File: src/include/pit_pkg.sv
// ==========================================
// prescaled interval timer constants
package pit_pkg;
   // ==========================================
   // widths
   localparam int COUNT_W = 16;
   localparam int SCALE_W = 8;
   localparam int ADR_W = 8;
   // ==========================================
   // register byte offsets
   localparam logic [7:0] OFF_DOWN_COUNT = 8'h00;
   localparam logic [7:0] OFF_PRESCALE = 8'h04;
   localparam logic [7:0] OFF_PERIOD = 8'h08;
   localparam logic [7:0] OFF_CONTROL = 8'h0c;
   localparam logic [7:0] OFF_STATUS = 8'h10;
   localparam logic [7:0] OFF_MASK = 8'h14;
   // ==========================================
   // field positions
   localparam int CTRL_RUN_BIT = 0;
   localparam int EVT_ZERO_BIT = 0;
   localparam int EVT_W = 1;
   // ==========================================
   // reset values
   localparam logic [15:0] RST_DOWN_COUNT = 16'h0000;
   localparam logic [7:0] RST_PRESCALE = 8'h00;
   localparam logic [15:0] RST_PERIOD = 16'h0000;
   localparam logic RST_RUN = 1'b0;
   localparam logic [0:0] RST_STATUS = 1'h0;
   localparam logic [0:0] RST_MASK = 1'h0;
endpackage : pit_pkg

File: src/pit_timer.sv
// Functional notes
// 16-bit down-counter steps every n cycles
// interval n comes from 8-bit scale register
// interrupt request when counter reaches zero
// zero reloads counter from 16-bit period
// timer interrupt offered as on-chip source
// prescaler restarts from scale on each tick
//
// Chosen here: the Wishbone interface to the registers and the register addresses.
`timescale 1ns/1ns
`default_nettype none
module pit_timer #(
   parameter int COUNT_W = pit_pkg::COUNT_W,
   parameter int SCALE_W = pit_pkg::SCALE_W
) (
   // clock and reset
   input wire logic clk,
   input wire logic nrst,
   // wishbone classic slave
   input wire logic wb_cyc,
   input wire logic wb_stb,
   input wire logic wb_we,
   input wire logic [pit_pkg::ADR_W-1:0] wb_adr,
   input wire logic [3:0] wb_sel,
   input wire logic [31:0] wb_wdata,
   output logic [31:0] wb_rdata,
   output logic wb_ack,
   // interrupt to the processor interrupt logic
   output logic timer_irq
);

   // ==========================================
   // decode helpers
   function automatic logic hit(input logic [pit_pkg::ADR_W-1:0] adr, input logic [7:0] off);
      hit = (adr[7:2] == off[7:2]);
   endfunction : hit

   function automatic logic [15:0] lane16(input logic [15:0] old, input logic [31:0] d,
                                          input logic [3:0] sel);
      lane16 = {sel[1] ? d[15:8] : old[15:8], sel[0] ? d[7:0] : old[7:0]};
   endfunction : lane16

   // ==========================================
   // state
   logic [COUNT_W-1:0] count_reg, count_next;
   logic [SCALE_W-1:0] scale_reg, scale_next;
   logic [COUNT_W-1:0] period_reg, period_next;
   logic [SCALE_W-1:0] presc_reg, presc_next;
   logic run_reg, run_next;
   logic [pit_pkg::EVT_W-1:0] status_reg, status_next;
   logic [pit_pkg::EVT_W-1:0] mask_reg, mask_next;
   logic ack_reg, ack_next;
   logic [31:0] rdata_reg, rdata_next;
   logic irq_reg, irq_next;

   logic req;
   logic wr;
   logic tick;
   logic zero_evt;
   logic [pit_pkg::EVT_W-1:0] evt;

   assign req = wb_cyc & wb_stb & ~ack_reg;
   assign wr = req & wb_we;

   // ==========================================
   // timer and register next state
   always_comb begin
      count_next = count_reg;
      scale_next = scale_reg;
      period_next = period_reg;
      presc_next = presc_reg;
      run_next = run_reg;
      mask_next = mask_reg;
      tick = 1'b0;
      zero_evt = 1'b0;
      // prescaler: tick when it hits zero, then restart from scale
      if (run_reg) begin
         if (presc_reg == '0) begin
            tick = 1'b1;
            presc_next = scale_reg;
         end else begin
            presc_next = presc_reg - 1'b1;
         end
      end
      if (tick) begin
         if (count_reg == '0) begin
            zero_evt = 1'b1;
            count_next = period_reg;
         end else begin
            count_next = count_reg - 1'b1;
         end
      end
      // software writes win over the counter in the same cycle
      if (wr && hit(wb_adr, pit_pkg::OFF_DOWN_COUNT)) begin
         count_next = lane16(count_reg, wb_wdata, wb_sel);
      end
      if (wr && hit(wb_adr, pit_pkg::OFF_PRESCALE) && wb_sel[0]) begin
         scale_next = wb_wdata[SCALE_W-1:0];
         presc_next = wb_wdata[SCALE_W-1:0];
      end
      if (wr && hit(wb_adr, pit_pkg::OFF_PERIOD)) begin
         period_next = lane16(period_reg, wb_wdata, wb_sel);
      end
      if (wr && hit(wb_adr, pit_pkg::OFF_CONTROL) && wb_sel[0]) begin
         run_next = wb_wdata[pit_pkg::CTRL_RUN_BIT];
         presc_next = scale_reg;
      end
      if (wr && hit(wb_adr, pit_pkg::OFF_MASK) && wb_sel[0]) begin
         mask_next = wb_wdata[pit_pkg::EVT_W-1:0];
      end
   end

   // ==========================================
   // status, interrupt and bus answer
   always_comb begin
      evt = '0;
      evt[pit_pkg::EVT_ZERO_BIT] = zero_evt;
      status_next = status_reg;
      // write one clears; a same-cycle event still sets
      if (wr && hit(wb_adr, pit_pkg::OFF_STATUS) && wb_sel[0]) begin
         status_next = status_reg & ~wb_wdata[pit_pkg::EVT_W-1:0];
      end
      status_next = status_next | evt;
      irq_next = |(status_next & mask_next);
      ack_next = req;
      rdata_next = 32'h0000_0000;
      if (req && !wb_we) begin
         if (hit(wb_adr, pit_pkg::OFF_DOWN_COUNT)) begin
            rdata_next[COUNT_W-1:0] = count_reg;
         end else if (hit(wb_adr, pit_pkg::OFF_PRESCALE)) begin
            rdata_next[SCALE_W-1:0] = scale_reg;
         end else if (hit(wb_adr, pit_pkg::OFF_PERIOD)) begin
            rdata_next[COUNT_W-1:0] = period_reg;
         end else if (hit(wb_adr, pit_pkg::OFF_CONTROL)) begin
            rdata_next[pit_pkg::CTRL_RUN_BIT] = run_reg;
         end else if (hit(wb_adr, pit_pkg::OFF_STATUS)) begin
            rdata_next[pit_pkg::EVT_W-1:0] = status_reg;
         end else if (hit(wb_adr, pit_pkg::OFF_MASK)) begin
            rdata_next[pit_pkg::EVT_W-1:0] = mask_reg;
         end
      end
   end

   // ==========================================
   // registers
   always_ff @(posedge clk) begin
      if (!nrst) begin
         count_reg <= pit_pkg::RST_DOWN_COUNT;
         scale_reg <= pit_pkg::RST_PRESCALE;
         period_reg <= pit_pkg::RST_PERIOD;
         presc_reg <= pit_pkg::RST_PRESCALE;
         run_reg <= pit_pkg::RST_RUN;
         status_reg <= pit_pkg::RST_STATUS;
         mask_reg <= pit_pkg::RST_MASK;
         ack_reg <= 1'b0;
         rdata_reg <= 32'h0000_0000;
         irq_reg <= 1'b0;
      end else begin
         count_reg <= count_next;
         scale_reg <= scale_next;
         period_reg <= period_next;
         presc_reg <= presc_next;
         run_reg <= run_next;
         status_reg <= status_next;
         mask_reg <= mask_next;
         ack_reg <= ack_next;
         rdata_reg <= rdata_next;
         irq_reg <= irq_next;
      end
   end

   assign wb_ack = ack_reg;
   assign wb_rdata = rdata_reg;
   assign timer_irq = irq_reg;

endmodule : pit_timer
`default_nettype wire

File: config.mk
export PLATFORM = sky130hd
export DESIGN_NAME = pit_timer
export DESIGN_NICKNAME = d
export VERILOG_FILES = /design/src/include/pit_pkg.sv /design/src/pit_timer.sv
export SDC_FILE = /design/constraint.sdc
export NUM_CORES = 1
export LEC_CHECK = 0
export BUFFER_PORTS_ARGS = -buffer_cell sky130_fd_sc_hd__buf_4
export CAP_MARGIN = 15
export CORE_ASPECT_RATIO = 1.25
export CORE_MARGIN = 4
export CORE_UTILIZATION = 45
export CTS_CLUSTER_DIAMETER = 100
export DETAILED_ROUTE_END_ITERATION = 8
export HOLD_SLACK_MARGIN = 0.03
export PLACE_DENSITY = 0.71
export SLEW_MARGIN = 20
export SYNTH_ARGS = -nofsm -noshare
export SYNTH_HDL_FRONTEND = slang
export SYNTH_SLANG_ARGS = --single-unit
File: constraint.sdc
create_clock -name clk -period 2 [get_ports clk]
set_clock_uncertainty 0.2 [all_clocks]
set_input_delay 0.2 -clock clk [delete_from_list [all_inputs] [get_ports clk]]
set_output_delay 0.2 -clock clk [all_outputs]
set_load 0.01 [all_outputs]
==> summary.txt <==
Status
  • Status: complete, but fails checks
  • Failing checks: negative setup slack

Drt
  • Routed len/inst: 17.3 um
  • Drt first-iter violations: 273
  • Number of vias per cell: 5.83
  • Antenna-violating nets left: 0
  • DRC: 0
  • TritonRoute pass-1 iters: 7
  • Drt total wl: 11900 um
  • Vias post-DR: 4000

Final layout
  • Final Util: 63.5%
  • Finished Cell Area: 5230 um^2
  • Layout cells sized above 1: 29.0%
  • Most frequent cells in the layout: 115 x buf_4, 67 x dfxtp_1, 46 x nand2_1
  • Commonest non-fill, non-tap cell in the layout: buf_4
  • Nets@finish: 637
  • Fillers: 677
  • Area grow syn2layout: 38.1%
  • Antenna cells: 0

Placed design
  • Hpwl dp: 8510 um
  • Placed inst area: 4670 um^2
  • Gp weighted congestion: 0.954
  • # port buffers: 46

Setup path
  • Slowest-stage cell, CP: or4b_4
  • CP Launch Point: presc_reg[5]
  • Crit. End Element: register
  • Worst reg2reg path depth: 6
  • CP Depth: 6
  • CP Class: reg -> reg
  • Critical path startpoint category: register
  • Worst Setup EP: count_reg[13]
  • WP buf/inv: 1
  • Worst flop-to-flop path startpoint: presc_reg[5]
  • Worst-path fanout max: 12
  • Worst R2R Setup Slack: -0.23 ns
  • Worst Path Required: 2.09 ns
  • Family with the most delay on the worst path: simple AND/OR/NAND/NOR gates
  • CP arrival: 2.32 ns
  • CP max stage delay: 0.54 ns
  • Reg2reg end: count_reg[13]
  • Crit path cell chain: or4_4, or4b_4, o21ai_4, buf_12, o21ai_0, a21oi_1

GRT
  • Grt ovf: 0
  • First-pass GRT wire length: 19300 um
  • Met1 Usage GRT: 26.1%
  • Pin count of the biggest net entering global routing: 31
  • Initial antenna violation count: 0
  • Met3 Use GR: 4.56%
  • Met2 usage: 42.8%
  • Vias in the first global route: 4044
  • Gr usage total: 23.8%
  • Top Usage Layer GRT: met2

Floorplanning
  • Die Height: 111 um
  • Chip width: 90.1 um
  • Initial Util: 46.0%
  • Die area: 9970 um^2
  • Core ar.: 8240 um^2
  • Site Rows: 37
  • I/O pin cnt: 83

Power and ir drop
  • Leakage: 0.00223 uW
  • VDD IR max: 0.000299 V
  • Reg power frac: 47.4%
  • P_sw: 691 uW
  • Pwr dens: 555 nW/um^2
  • Gate power share: 7.7%
  • Internal: 2210 uW
  • Sw Ratio: 23.8%
  • Clock share of power: 44.9%

Yosys
  • Cells after Synth: 462
  • Synth Area in Compound Gates: 21.5%
  • Ys async rst share: 0%
  • Post-Synth Adder-Cell Area: 1.32%
  • Number of synthesized flops with an enable pin: 0
  • Yosys top cell by area: dfxtp_1
  • Ys Warns: 0
  • Register bit total from synthesis: 69
  • Main area contributors after synthesis: dfxtp_1 36%, mux2i_1 5.8%, a21oi_1 4.8%, nand2_1 4.6%, nor2_1 4.3%
  • Largest family of logic cells by synthesized area: simple AND/OR/NAND/NOR gates
  • Post-synth top area share: 36.4%
  • Synth Area in XOR/XNOR: 2.77%
  • Yosys cell types: 61
  • Post-Synth Simple-Gate Area: 24.1%
  • Ys flop type: dfxtp_1
  • Post-synthesis mux area share: 6.40%
  • Syn Area/Cell: 8.21 um^2
  • Register area share after synthesis: 36.4%
  • Mapped cell area: 3790 um^2

Clocking
  • Clk pin slew, worst setup/hold paths: 0.08 ns
  • TritonCTS clock tree: done
  • Clock root buffer: clkbuf_8
  • Clock Latency Late Sink: 0.35 ns
  • Clk buf depth: 2
  • Clock sink count: 69
  • TritonCTS buffer count: 9
  • Htree depth: 3

STA
  • Setup TNS: -3.73 ns
  • Final Setup Violations: 22
  • Fin. Hold Viols: 0
  • Tmin final: 2.23 ns
  • RSZ-0062 raised after global routing: true
  • Highest clock rate: 448 MHz
  • Final period util: 112%
  • PnR worst setup slack: -0.230 ns
  • Slew Limit Fails: 0

Min path
  • HP Class: in -> reg
  • Hold path depth: 4

Flow run
  • Max cap viols: 0
-- worst reg2reg max path, stage by stage, from the launching register on --
cell and delay (ns):
dfxtp_2 0.32, or4_4 0.53, or4b_4 0.54, o21ai_4 0.19, buf_12 0.16, o21ai_0 0.08, a21oi_1 0.15
-- cell usage after synthesis, types with 3 or more instances --
cell type and instances:
dfxtp_1 69, nand2b_1 3, nor2b_1 4, nand2_1 46
a221o_1 5, inv_1 9, nand3_1 22, or4_1 5
o21ai_1 8, or3_1 4, clkbuf_1 19, mux2i_1 22
nor2_1 43, o21ai_2 4, buf_2 5, ha_1 4
and4_1 3, a31oi_1 9, xor2_1 6, nor3_1 7
nor3b_1 5, o211ai_1 8, xnor2_1 6, a21oi_1 36
or2_2 3, o21ai_0 15, nand4_1 13, a22oi_1 9
a211oi_1 4, a21o_1 4, nor4_1 5, buf_4 16
o22ai_1 3
-- repair_timing --
| action | in CTS | in global routing |
|---|---|---|
| buffers inserted | 0 | 5 |
| endpoints found under the setup margin | 24 | 25 |
| hold buffers | 20 | 0 |
| pin swaps | 6 | 2 |
| cloned | 0 | 0 |
| hold endpoints to repair | 43 | 0 |
| gates resized for setup | 11 | 10 |
-- routing by layer --
layer / up-vias / share of wire (%)
met1: 1898 / 39
met3: 45 / 5.2
met5: - / 0
li1: 1902 / -
met2: 155 / 52
met4: 0 / 3.8
-- area by class of cell --
type / instances / area (um^2) / area share (%)
clock buffers: 10 / 138 / 2.63
clock inverters: 6 / 86.3 / 1.65
inverters: 9 / 33.8 / 0.645
multi-input cells: 355 / 2320 / 44.4
flip-flops and latches: 69 / 1380 / 26.4
well taps: 97 / 121 / 2.32
repair buffers: 140 / 1150 / 21.9
-- cell families (layout without fill, tap and decap cells) --
logic type,Yosys count,after routing
AO/OA/AOI/OAI,124,124
AND/OR/NAND/NOR,176,176
other,1,16
flip-flops,69,69
multiplexers,23,23
XOR/XNOR,12,12
buffers and inverters,53,165
adder cells (fa/ha/maj),4,4
-- worst min-delay path by stage --
stage | start | end | slack [ns]
floorplan | wb_stb | wb_ack | 0.13
global placement | wb_wdata[12] | period_reg[12] | 0.24
detailed placement | wb_wdata[13] | period_reg[13] | 0.24
CTS | wb_adr[4] | wb_rdata[0] | 0.09
global route | wb_adr[4] | wb_rdata[0] | 0.11
finish | wb_adr[4] | wb_rdata[0] | 0.10
-- per-stage QoR --
| step | cells | worst slack [ns] | hold slack, ns | power (uW) |
|---|---|---|---|---|
| global placement | 645 | -0.190 | 0.241 | 1590 |
| CTS | 681 | -0.208 | 0.0882 | 2920 |
| global route | 686 | -0.288 | 0.108 | 3010 |
| floorplan | 477 | -0.166 | 0.130 | 1520 |
| detailed placement | 645 | -0.247 | 0.245 | 1590 |
| finish | 686 | -0.230 | 0.101 | 2900 |
-- power groups by stage --
| stage | combinational (uW) | clock, uW | sequential, uW |
|---|---|---|---|
| 6_report | 225 | 1300 | 1380 |
| 5_1_grt | 242 | 1390 | 1380 |
| 4_1_cts | 219 | 1320 | 1380 |
| 3_5_place_dp | 187 | 0 | 1410 |
| 3_3_place_gp | 185 | 0 | 1410 |
| 2_1_floorplan | 108 | 0 | 1410 |
(Power assumes the default switching activity.)
